## src/rtl/agc_consts.svh

```systemverilog
// Register offsets, field positions, reset values and timing counts of the gain loop
`ifndef AGC_CONSTS_SVH
`define AGC_CONSTS_SVH

`define AGC_OFS_CTRL 8'h00
`define AGC_OFS_SETPOINT 8'h04
`define AGC_OFS_DEADBAND 8'h08
`define AGC_OFS_LOOPSHIFT 8'h0c
`define AGC_OFS_INIT_A 8'h10
`define AGC_OFS_INIT_B 8'h14
`define AGC_OFS_COMP_DLY 8'h18
`define AGC_OFS_STATUS 8'h1c
`define AGC_OFS_LEVEL_A 8'h20
`define AGC_OFS_LEVEL_B 8'h24

`define AGC_CTRL_FREEZE 0
`define AGC_CTRL_STROBE_EN 1
`define AGC_CTRL_ORDER_LO 2
`define AGC_CTRL_ORDER_HI 4

`define AGC_STAT_OVF 0

`define AGC_RST_CTRL 5'h00
`define AGC_RST_SETPOINT 12'h400
`define AGC_RST_DEADBAND 12'h200
`define AGC_RST_LOOPSHIFT 4'h4
`define AGC_RST_INIT_GAIN 3'h0
`define AGC_RST_COMP_DLY 4'h6

`define AGC_FIXED_DLY 6
`define AGC_MAX_EXTRA 15
`define AGC_CHAIN_LEN 21
`define AGC_MAX_GAIN 3'h7
`define AGC_COMB_STAGES 4
`define AGC_FIFO_DEPTH 32

`endif

```

## src/rtl/agc_pkg.sv

```systemverilog
// Types shared by the gain loop, its monitor, the amplifier model and the bench
package agc_pkg;
	typedef logic [11:0] agc_adc_t;
	typedef logic [2:0] agc_gain_t;
	typedef logic signed [18:0] agc_fixed_t;
	typedef struct packed {
		agc_fixed_t chan_a;
		agc_fixed_t chan_b;
	} agc_pair_t;
	typedef struct packed {
		logic [7:0] addr;
		logic [15:0] wdata;
		logic wr;
		logic rd;
	} agc_bus_req_t;
endpackage

```

## src/rtl/agc_fifo.sv

```systemverilog
// Synchronous FIFO with valid/ready on both sides and registered flags
`timescale 1ns/1ps
module agc_fifo #(
	parameter int WIDTH = 38,
	parameter int DEPTH = 32
) (
	input wire logic clk,
	input wire logic rst,
	input wire logic [WIDTH-1:0] in_data,
	input wire logic in_valid,
	output logic in_ready,
	output logic [WIDTH-1:0] out_data,
	output logic out_valid,
	input wire logic out_ready
);
	localparam int AW = $clog2(DEPTH);
	logic [WIDTH-1:0] mem [DEPTH];
	logic [AW-1:0] wr_ptr_q;
	logic [AW-1:0] rd_ptr_q;
	logic [AW:0] count_q;
	logic [AW:0] count_d;
	logic full_q;
	logic empty_q;
	wire logic push = in_valid & ~full_q;
	wire logic pop = out_ready & ~empty_q;

	assign count_d = count_q + (AW+1)'(push) - (AW+1)'(pop);
	assign in_ready = ~full_q;
	assign out_valid = ~empty_q;
	assign out_data = mem[rd_ptr_q];

	always_ff @(posedge clk)
	begin
		if (push)
		begin
			mem[wr_ptr_q] <= in_data;
		end
	end

	always_ff @(posedge clk or posedge rst)
	begin
		if (rst)
		begin
			wr_ptr_q <= '0;
			rd_ptr_q <= '0;
			count_q <= '0;
			full_q <= 1'b0;
			empty_q <= 1'b1;
		end
		else
		begin
			wr_ptr_q <= wr_ptr_q + AW'(push);
			rd_ptr_q <= rd_ptr_q + AW'(pop);
			count_q <= count_d;
			full_q <= (count_d == (AW+1)'(DEPTH));
			empty_q <= (count_d == '0);
		end
	end
endmodule

```

## src/rtl/agc_gain_loop.sv

```systemverilog
// Dual-channel gain loop with detector, amplifier control and gain compensation
//
// The register offsets and the plain strobed port were decided locally.
`timescale 1ns/1ps
`include "agc_consts.svh"

module agc_gain_loop
	import agc_pkg::*;
(
	input wire logic clk,
	input wire logic rst,
	input wire logic [7:0] reg_addr,
	input wire logic [15:0] reg_wdata,
	input wire logic reg_wr,
	input wire logic reg_rd,
	output logic [15:0] reg_rdata,
	input wire agc_adc_t adc_a,
	input wire agc_adc_t adc_b,
	input wire logic adc_valid,
	output logic adc_ready,
	output agc_gain_t amp_a_gain,
	output agc_gain_t amp_b_gain,
	output logic amp_a_latch_strobe,
	output logic amp_b_latch_strobe,
	output agc_pair_t out_data,
	output logic out_valid,
	input wire logic out_ready
);
	logic [4:0] ctrl_q;
	logic [11:0] setpoint_q;
	logic [11:0] deadband_q;
	logic [3:0] loop_shift_q;
	agc_gain_t chan_a_initial_gain;
	agc_gain_t chan_b_initial_gain;
	logic [3:0] gain_comp_delay;
	logic ovf_q;
	logic [15:0] rdata_q;

	logic [11:0] samp_q [2];
	logic samp_valid_q;
	logic [11:0] comb_q [2][`AGC_COMB_STAGES+1];
	logic [15:0] integ_q [2];
	agc_gain_t chain_q [2][`AGC_CHAIN_LEN];
	agc_gain_t amp_gain_q [2];
	logic strobe_q [2];
	agc_fixed_t fixed [2];

	wire logic gain_freeze_bit = ctrl_q[`AGC_CTRL_FREEZE];
	wire logic strobe_en = ctrl_q[`AGC_CTRL_STROBE_EN];
	wire logic [2:0] detector_comb_order = ctrl_q[`AGC_CTRL_ORDER_HI:`AGC_CTRL_ORDER_LO];
	wire logic [2:0] order_sel = (detector_comb_order > 3'(`AGC_COMB_STAGES)) ? 3'(`AGC_COMB_STAGES)
		: detector_comb_order;
	// Converter of seven clocks plus filter sits behind the amplifier
	// Deepest tap is the fixed path less one plus the largest extra delay
	wire logic [4:0] tap_sel = 5'(`AGC_FIXED_DLY - 1)
		+ {1'b0, gain_comp_delay};
	wire logic fifo_in_ready;
	wire logic ovf_set = samp_valid_q & ~fifo_in_ready;

	function automatic logic hit(input logic [7:0] a, input logic [7:0] ofs);
		hit = (a == ofs);
	endfunction

	// Most negative code folds to the largest positive magnitude
	function automatic logic [11:0] magnitude(input logic [11:0] s);
		logic [11:0] neg;
		neg = 12'h000 - s;
		if (!s[11])
		begin
			magnitude = s;
		end
		else if (s == 12'h800)
		begin
			magnitude = 12'h7ff;
		end
		else
		begin
			magnitude = neg;
		end
	endfunction

	wire logic wr_ctrl = reg_wr & hit(reg_addr, `AGC_OFS_CTRL);
	wire logic wr_setpoint = reg_wr & hit(reg_addr, `AGC_OFS_SETPOINT);
	wire logic wr_deadband = reg_wr & hit(reg_addr, `AGC_OFS_DEADBAND);
	wire logic wr_shift = reg_wr & hit(reg_addr, `AGC_OFS_LOOPSHIFT);
	wire logic wr_init_a = reg_wr & hit(reg_addr, `AGC_OFS_INIT_A);
	wire logic wr_init_b = reg_wr & hit(reg_addr, `AGC_OFS_INIT_B);
	wire logic wr_dly = reg_wr & hit(reg_addr, `AGC_OFS_COMP_DLY);
	wire logic wr_status = reg_wr & hit(reg_addr, `AGC_OFS_STATUS);
	wire logic ovf_clr = wr_status & reg_wdata[`AGC_STAT_OVF];

	wire logic [15:0] status_word = {7'h00, gain_freeze_bit, 1'b0, amp_gain_q[1], amp_gain_q[0], ovf_q};
	wire logic [15:0] rd_mux =
		hit(reg_addr, `AGC_OFS_CTRL) ? {11'h000, ctrl_q} :
		hit(reg_addr, `AGC_OFS_SETPOINT) ? {4'h0, setpoint_q} :
		hit(reg_addr, `AGC_OFS_DEADBAND) ? {4'h0, deadband_q} :
		hit(reg_addr, `AGC_OFS_LOOPSHIFT) ? {12'h000, loop_shift_q} :
		hit(reg_addr, `AGC_OFS_INIT_A) ? {13'h0000, chan_a_initial_gain} :
		hit(reg_addr, `AGC_OFS_INIT_B) ? {13'h0000, chan_b_initial_gain} :
		hit(reg_addr, `AGC_OFS_COMP_DLY) ? {12'h000, gain_comp_delay} :
		hit(reg_addr, `AGC_OFS_STATUS) ? status_word :
		hit(reg_addr, `AGC_OFS_LEVEL_A) ? {4'h0, comb_q[0][order_sel]} :
		hit(reg_addr, `AGC_OFS_LEVEL_B) ? {4'h0, comb_q[1][order_sel]} :
		16'h0000;

	always_ff @(posedge clk or posedge rst)
	begin
		if (rst)
		begin
			ctrl_q <= `AGC_RST_CTRL;
			setpoint_q <= `AGC_RST_SETPOINT;
			deadband_q <= `AGC_RST_DEADBAND;
			loop_shift_q <= `AGC_RST_LOOPSHIFT;
			chan_a_initial_gain <= `AGC_RST_INIT_GAIN;
			chan_b_initial_gain <= `AGC_RST_INIT_GAIN;
			gain_comp_delay <= `AGC_RST_COMP_DLY;
		end
		else
		begin
			if (wr_ctrl)
			begin
				ctrl_q <= reg_wdata[4:0];
			end
			if (wr_setpoint)
			begin
				setpoint_q <= reg_wdata[11:0];
			end
			if (wr_deadband)
			begin
				deadband_q <= reg_wdata[11:0];
			end
			if (wr_shift)
			begin
				loop_shift_q <= reg_wdata[3:0];
			end
			if (wr_init_a)
			begin
				chan_a_initial_gain <= reg_wdata[2:0];
			end
			if (wr_init_b)
			begin
				chan_b_initial_gain <= reg_wdata[2:0];
			end
			if (wr_dly)
			begin
				gain_comp_delay <= reg_wdata[3:0];
			end
		end
	end

	// Read data stands only in the cycle after the strobe
	always_ff @(posedge clk or posedge rst)
	begin
		if (rst)
		begin
			rdata_q <= 16'h0000;
			ovf_q <= 1'b0;
		end
		else
		begin
			rdata_q <= reg_rd ? rd_mux : 16'h0000;
			// A drop in the clearing cycle still latches
			ovf_q <= ovf_set | (ovf_q & ~ovf_clr);
		end
	end

	always_ff @(posedge clk or posedge rst)
	begin
		if (rst)
		begin
			samp_valid_q <= 1'b0;
		end
		else
		begin
			samp_valid_q <= adc_valid;
		end
	end

	genvar c;
	genvar k;
	generate
		for (c = 0; c < 2; c++)
		begin : g_chan
			wire logic [11:0] adc_in = (c == 0) ? adc_a : adc_b;
			wire agc_gain_t init_gain = (c == 0) ? chan_a_initial_gain : chan_b_initial_gain;
			wire logic [11:0] level = comb_q[c][order_sel];
			wire logic signed [12:0] err = $signed({1'b0, level}) - $signed({1'b0, setpoint_q});
			wire logic over = err > $signed({1'b0, deadband_q});
			wire logic under = err < -$signed({1'b0, deadband_q});
			wire logic [15:0] step = 16'h0001 << loop_shift_q;
			// Integrator saturates rather than wraps, so the code never jumps end to end
			wire logic [16:0] up_sum = {1'b0, integ_q[c]} + {1'b0, step};
			wire logic [15:0] up_val = up_sum[16] ? 16'hffff : up_sum[15:0];
			wire logic [15:0] dn_val = (integ_q[c] < step) ? 16'h0000 : integ_q[c] - step;
			wire logic [15:0] adapt_val = over ? dn_val
				: under ? up_val
				: integ_q[c];
			// Freeze reloads every clock, so a new initial gain applies at once
			wire logic [15:0] integ_d = gain_freeze_bit ? {init_gain, 13'h0000}
				: adapt_val;
			wire agc_gain_t integ_gain = integ_q[c][15:13];
			wire agc_gain_t comp_gain = chain_q[c][tap_sel];
			wire logic [2:0] undo_shift = `AGC_MAX_GAIN - comp_gain;
			wire agc_fixed_t samp_ext = {{7{samp_q[c][11]}}, samp_q[c]};

			// Lower gain means a quieter input: shift it back up
			assign fixed[c] = samp_ext <<< undo_shift;

			always_ff @(posedge clk or posedge rst)
			begin
				if (rst)
				begin
					samp_q[c] <= 12'h000;
					comb_q[c][0] <= 12'h000;
					integ_q[c] <= 16'h0000;
					amp_gain_q[c] <= 3'h0;
					strobe_q[c] <= 1'b0;
				end
				else
				begin
					samp_q[c] <= adc_in;
					comb_q[c][0] <= magnitude(adc_in);
					integ_q[c] <= integ_d;
					amp_gain_q[c] <= integ_gain;
					// Strobe marks the cycle a new code reaches the amplifier
					strobe_q[c] <= strobe_en & (integ_gain != amp_gain_q[c]);
				end
			end

			// Each stage is a leaky average; more stages narrow the detector
			for (k = 1; k <= `AGC_COMB_STAGES; k++)
			begin : g_comb
				wire logic signed [12:0] diff = $signed({1'b0, comb_q[c][k-1]}) - $signed({1'b0, comb_q[c][k]});
				wire logic signed [12:0] upd = $signed({1'b0, comb_q[c][k]}) + (diff >>> 2);
				always_ff @(posedge clk or posedge rst)
				begin
					if (rst)
					begin
						comb_q[c][k] <= 12'h000;
					end
					else
					begin
						comb_q[c][k] <= upd[11:0];
					end
				end
			end

			// Cleared on reset so no stale code is undone after release
			for (k = 0; k < `AGC_CHAIN_LEN; k++)
			begin : g_chain
				wire agc_gain_t src = (k == 0) ? integ_gain : chain_q[c][(k == 0) ? 0 : k-1];
				always_ff @(posedge clk or posedge rst)
				begin
					if (rst)
					begin
						chain_q[c][k] <= 3'h0;
					end
					else
					begin
						chain_q[c][k] <= src;
					end
				end
			end
		end
	endgenerate

	// Words arriving while full are dropped and flagged; adc_ready falls while full but capture goes on
	agc_fifo #(
		.WIDTH($bits(agc_pair_t)),
		.DEPTH(`AGC_FIFO_DEPTH)
	) u_fifo (
		.clk(clk),
		.rst(rst),
		.in_data({fixed[0], fixed[1]}),
		.in_valid(samp_valid_q),
		.in_ready(fifo_in_ready),
		.out_data(out_data),
		.out_valid(out_valid),
		.out_ready(out_ready)
	);

	assign reg_rdata = rdata_q;
	assign adc_ready = fifo_in_ready;
	assign amp_a_gain = amp_gain_q[0];
	assign amp_b_gain = amp_gain_q[1];
	assign amp_a_latch_strobe = strobe_q[0];
	assign amp_b_latch_strobe = strobe_q[1];
endmodule

```

## config.mk

```make
export PLATFORM = sky130hd
export DESIGN_NAME = agc_gain_loop
export DESIGN_NICKNAME = d
export VERILOG_FILES = /design/src/rtl/agc_pkg.sv /design/src/rtl/agc_fifo.sv /design/src/rtl/agc_gain_loop.sv
export VERILOG_INCLUDE_DIRS = /design/src /design/src/rtl
export SDC_FILE = /design/constraint.sdc
export NUM_CORES = 2
export LEC_CHECK = 0
export BUFFER_PORTS_ARGS = -buffer_cell sky130_fd_sc_hd__buf_2
export CAP_MARGIN = 20
export CORE_MARGIN = 3
export CORE_UTILIZATION = 65
export CTS_BUF_LIST = sky130_fd_sc_hd__clkbuf_16
export DETAILED_ROUTE_END_ITERATION = 12
export MAX_ROUTING_LAYER = met4
export PLACE_DENSITY = 0.82
export REMOVE_ABC_BUFFERS = 1
export SLEW_MARGIN = 20
export SYNTH_ARGS = -nofsm -noshare
export SYNTH_HDL_FRONTEND = slang
export SYNTH_SLANG_ARGS = --single-unit
```

## constraint.sdc

```tcl
create_clock -name clk -period 31.6 [get_ports clk]
set_input_delay 6.32 -clock clk [delete_from_list [all_inputs] [get_ports clk]]
set_output_delay 6.32 -clock clk [all_outputs]
set_load 0.05 [all_outputs]
```

=== Word-level counts from Yosys, hierarchy flattened ===
Memory sizes are Yosys's and may differ from the RTL's.
Index checks and enable logic that the tools add are counted.

* Add/subtract/negate cells: 32
* Multiply operators: 0
* Divide/modulo/power cells: 0
* Order comparisons: 9
* Eq/ne operators: 14
* Shift-type cells: 3
* Muxes and demuxes: 40
* Bitwise gates (word level): 21
* Reduce and logical (&&, ||, !) cells: 4

{| class="wikitable"
|+ Operators with widths
! operator !! number
|-
| $mux W12 || 19
|-
| $mux W16 || 10
|-
| $sub A12 B12 Y13 || 10
|-
| $add A12 B11 Y12 || 8
|-
| $bmux W12 S3 || 2
|-
| $sshl A12 B3 Y19 || 2
|-
| $add A16 B16 Y17 || 2
|-
| $eq A8 B5 Y1 const B || 4
|-
| $lt A16 B16 Y1 || 2
|-
| $sub A16 B16 Y16 || 2
|-
| $bmux W3 S5 || 2
|-
| $gt A13 B13 Y1 || 2
|-
| $lt A13 B13 Y1 || 2
|-
| $eq A12 B12 Y1 const B || 2
|-
| $sub A1 B12 Y12 const A || 2
|-
| $eq A8 B4 Y1 const B || 2
|-
| $eq A8 B6 Y1 const B || 2
|-
| $shl A1 B4 Y16 const A || 1
|-
| $and A1 B1 Y1 || 15
|-
| $mux W3 || 5
|-
| $neg A12 Y13 || 1
|-
| $add A5 B1 Y5 || 2
|-
| $eq A8 B3 Y1 const B || 1
|-
| $logic_not A8 Y1 || 1
|-
| 16 further kinds || 22
|}

* Flip-flop bits (word level): 379
* Bits in latches: 0
* Memory bits (writable): 1216
* ROM bits: 0
* Input port bits: 54
* Logic and storage cells: 197
* Memories kept: 1

{| class="wikitable"
|+ Memory list
! name !! depth !! bits a word !! read ports !! clocked after memory_dff !! write ports !! line !! source
|-
| u_fifo.mem || 32 || 38 || 1 || 0 || 1 || agc_fifo.sv:17 || <nowiki>logic [WIDTH-1:0] mem [DEPTH];</nowiki>
|}

=== Logic depth before layout (Yosys ltp) ===
* Depth in word-level cells: 17
* Depth in mapped cells: 25
* Mapped depth without buffers: 22

=== Modules after synthesis ===
A second synthesis with hierarchy kept.

* Cells, all modules: 5274
* Area, all modules: 75048.2 sq um

{| class="wikitable"
|+ Modules (own cells, without submodules)
! module !! times used !! cells an instance !! area each (sq um) !! seq. area each (sq um)
|-
| agc_fifo || 1 || 2430 || 47566.9 || 36966.7
|-
| agc_gain_loop || 1 || 2844 || 27481.4 || 9039.9
|}

=== Worst setup path before layout ===
No wires, ideal clock.

* Kind: reg2out
* From: register u_fifo.rd_ptr_q[0]
* To: output port out_data[0] (netlist name)
* Data arrival time: 2.742 ns
* Required time: 25.280 ns
* Setup slack: 22.538 ns
* Stages on the path, launching flop included: 7
* Buffers on the path: 3
* Path through: dfrtp_1 clkbuf_1 clkbuf_1 buf_1 mux4_2 mux4_2 mux2_2

{| class="wikitable"
|+ RTL lines
! item !! line !! source
|-
| start: declaration || agc_fifo.sv:19 || <nowiki>logic [AW-1:0] rd_ptr_q;</nowiki>
|-
| start signal: assignment || agc_fifo.sv:53 || <nowiki>rd_ptr_q <= rd_ptr_q + AW'(pop);</nowiki>
|-
| end: declaration || agc_gain_loop.sv:25 || <nowiki>output agc_pair_t out_data,</nowiki>
|}

==> flow_summary.ini <==
[status]
status = completed

[floorplan]
chipWidth_um = 343
io_pins = 118
fp.dieH_um = 343
core_area_um2 = 112000
rows = 122
start_util_pct = 66.0
die_area_um2 = 117000

[global_routing]
globalRouteTotalUtil_pct = 38.9
grt_pass1_vias = 45959
overflow = 0
grt_max_degree = 111
grt_pass1_wl_um = 318000
antenna_found_initial = 21

[final_layout]
final_nets = 5124
fin_cells = 6367
multi_input_area_um2 = 26400
regArea_um2 = 46000
drive_gt1_share_pct = 22.6
areaGrowthSynthToFinish_pct = 10.9
num-fill-cells = 6166

[routing]
vias = 45258
drtIter0Drc = 6116
antenna_left = 0
dr.pass1.iters = 6
vias_per_cell = 7.11
drc_errors = 0
finalWirelength_um = 218000
routedWlPerCell_um = 34.2

[place]
port_buffers = 109
place_hpwl_um = 115000
place_ws_ns = 20.81
place.gp.congestion = 0.910
placed_cells = 6054

[clock_tree]
post-cts-setup-buffers = 0
path_clk_slew_ns = 0.07
ctsResizeCount = 0
cts_hold_buf = 0
cts_sinks = 1595
clock_path_buffers = 3
cts_tree = built
numCtsBuffers = 159
clk_latency_ns = 0.81
htreeDepth = 4
ctsRootBufferMaster = clkbuf_16

[synthesis]
async_flop_share_pct = 23.8
ys_seq_area_share_pct = 62.5
avgSynthCellArea_um2 = 16.2
syn-cell-area_um2 = 73700
yosys_warnings = 0
ys_types = 99
synthCells = 4556
synth-seq-cells = 1595
synth_flop_cell = edfxtp_1
synth_edf_count = 1216

[sta]
hold_viol_final = 0
fmax_mhz = 86.6
worstMarginPinSlew_ns = 1.15
layout_setup_ws_ns = 20.05
fin_crit_sh_pct = 36.5
finalSetupViolCount = 0
finalSetupTns_ns = 0
fin_skew_ns = 0.0665
period_needed_ns = 11.55
relSlewSlack_pct = 23.2
rsz0062_at_grt = no
slew_violations = 0

[setup_path]
crit_required_ns = 25.28
cp-end-kind = primary output
cp_max_fo = 61
cp-start-kind = flip-flop
crit_chain = buf_4, buf_4, mux4_2, mux4_2, mux2_2, buf_2
cpLargestDelayFamily = buffers and inverters
slowest_stage = dfrtp_4
critPathKind = reg -> out
cp_slowest_stage_delay_ns = 1.02
crit_arrival_ns = 5.23
crit_buf_inv = 3

[flow_run]
maxCapViolCount = 0

[power]
p_leak_nw = 29.9
powerDensity_nw_per_um2 = 125
ir_drop_mv = 0.147
power_mw = 10.2

[min_path]
hold_path.class = reg -> reg
-- power by group --
group | leakage (nW) | internal [mW] | switching [mW]
combinational | 11.6 | 2.08 | 2.95
clock | 2.66 | 1.07 | 0.883
sequential | 15.6 | 2.94 | 0.298
total | 29.9 | 6.10 | 4.13
-- worst paths after layout --
check	startpoint	end	slack [ns]	cells past startpoint
min in group asynchronous	rst	comb_q[106]	5.70	2
max	u_fifo.rd_ptr_q[1]	out_data[21]	20.05	6
max reg2reg	ctrl_q[3]	integ_q[26]	24.60	24
max in group asynchronous	rst	gain_comp_delay[0]	23.30	4
min reg2reg	g_chan[1].g_chain[10].src[1]	g_chan[1].g_chain[11].src[1]	0.36	0
min	g_chan[1].g_chain[10].src[1]	g_chan[1].g_chain[11].src[1]	0.36	0
-- metal layers --
layer	vias to the layer above	routed length [um]	global-route usage, %
met5	-	0	-
li1	18118	-	-
met3	849	23100	8.16
met4	0	13300	20.6
met2	3602	108000	61.6
met1	22689	73900	47.6
-- cells by family (layout without fill, tap and decap cells) --
family	count (synthesis)	after routing	share of synthesized area [%]
flip-flops	1595	1595	62.5
AND/OR/NAND/NOR	717	717	4.66
AO/OA/AOI/OAI	629	629	5.88
multiplexers	614	614	15.9
buffers and inverters	425	726	2.30
adder cells (fa/ha/maj)	341	341	5.95
XOR/XNOR	234	234	2.82
other	1	23	0.00509
-- through the flow --
stage	util, %	hold WS (ns)	area (um2)
5_1_grt	73.2	0.381	81700
3_5_place_dp	68.4	0.356	76300
2_1_floorplan	-	0.349	72900
6_report	73.2	0.365	81700
3_3_place_gp	68.4	0.351	76300
4_1_cts	73.1	0.367	81500
-- state kept, by name (all words and copies together), names as in the netlist, 5 cells and up --
register / cells
u_fifo.count_q: 6
comb_q: 120
u_fifo.wr_ptr_q: 5
chain_q: 6
reg_rdata: 12
deadband_q: 12
integ_q: 26
u_fifo.rd_ptr_q: 5
ctrl_q: 5
setpoint_q: 12
u_fifo.mem: 1216
g_chan.g_chain.src: 123
g_chan.samp_ext: 24
-- layout by cell type (no fill, tap or decap), types with 60 or more instances in the layout --
cell type and n:
dfrtp_1 365, a21oi_1 185, edfxtp_1 1216, o21ai_0 98, nor3_1 60, buf_4 82, nor2_1 201, nand2_1 168
clkbuf_16 161, mux4_2 434, ha_1 326, inv_1 268, xor2_1 62, mux2_2 124, buf_2 109, xnor2_1 169
-- layout make-up --
cell class	count	area share (%)
Tap cell	1488	2.28
Clock buffer	161	4.93
Antenna cell	19	0.0582
Sequential cell	1595	56.3
Inverter	239	1.11
Clock inverter	131	1.46
Timing Repair Buffer	195	1.53
Multi-Input combinational cell	2539	32.3
-- synth_stat cells (10+ instances only) --
library cell / n / area share (%)
a211o_1: 10 / 0.12
a211oi_1: 16 / 0.16
a21o_1: 32 / 0.33
a21oi_1: 187 / 1.3
a221oi_1: 12 / 0.14
a31oi_1: 21 / 0.18
and2_1: 11 / 0.093
and3_1: 17 / 0.14
buf_1: 29 / 0.15
buf_2: 18 / 0.12
buf_4: 18 / 0.18
clkbuf_1: 119 / 0.61
dfrtp_1: 373 / 13
edfxtp_1: 1216 / 50
fa_1: 15 / 0.41
ha_1: 326 / 5.5
inv_1: 239 / 1.2
mux2_2: 124 / 1.9
mux2i_1: 56 / 0.76
mux4_2: 434 / 13
nand2_1: 168 / 0.86
nand2b_1: 37 / 0.31
nand3_1: 50 / 0.34
nand4_1: 12 / 0.10
nor2_1: 235 / 1.2
nor2b_1: 53 / 0.45
nor3_1: 62 / 0.42
nor4_1: 10 / 0.085
o21a_1: 29 / 0.30
o21ai_0: 100 / 0.68
o21ai_1: 17 / 0.12
o21bai_1: 55 / 0.56
o31a_1: 11 / 0.13
o31ai_1: 11 / 0.11
or2_2: 10 / 0.085
xnor2_1: 170 / 2.0
xor2_1: 62 / 0.74
Power figures use the tool's default switching activity.
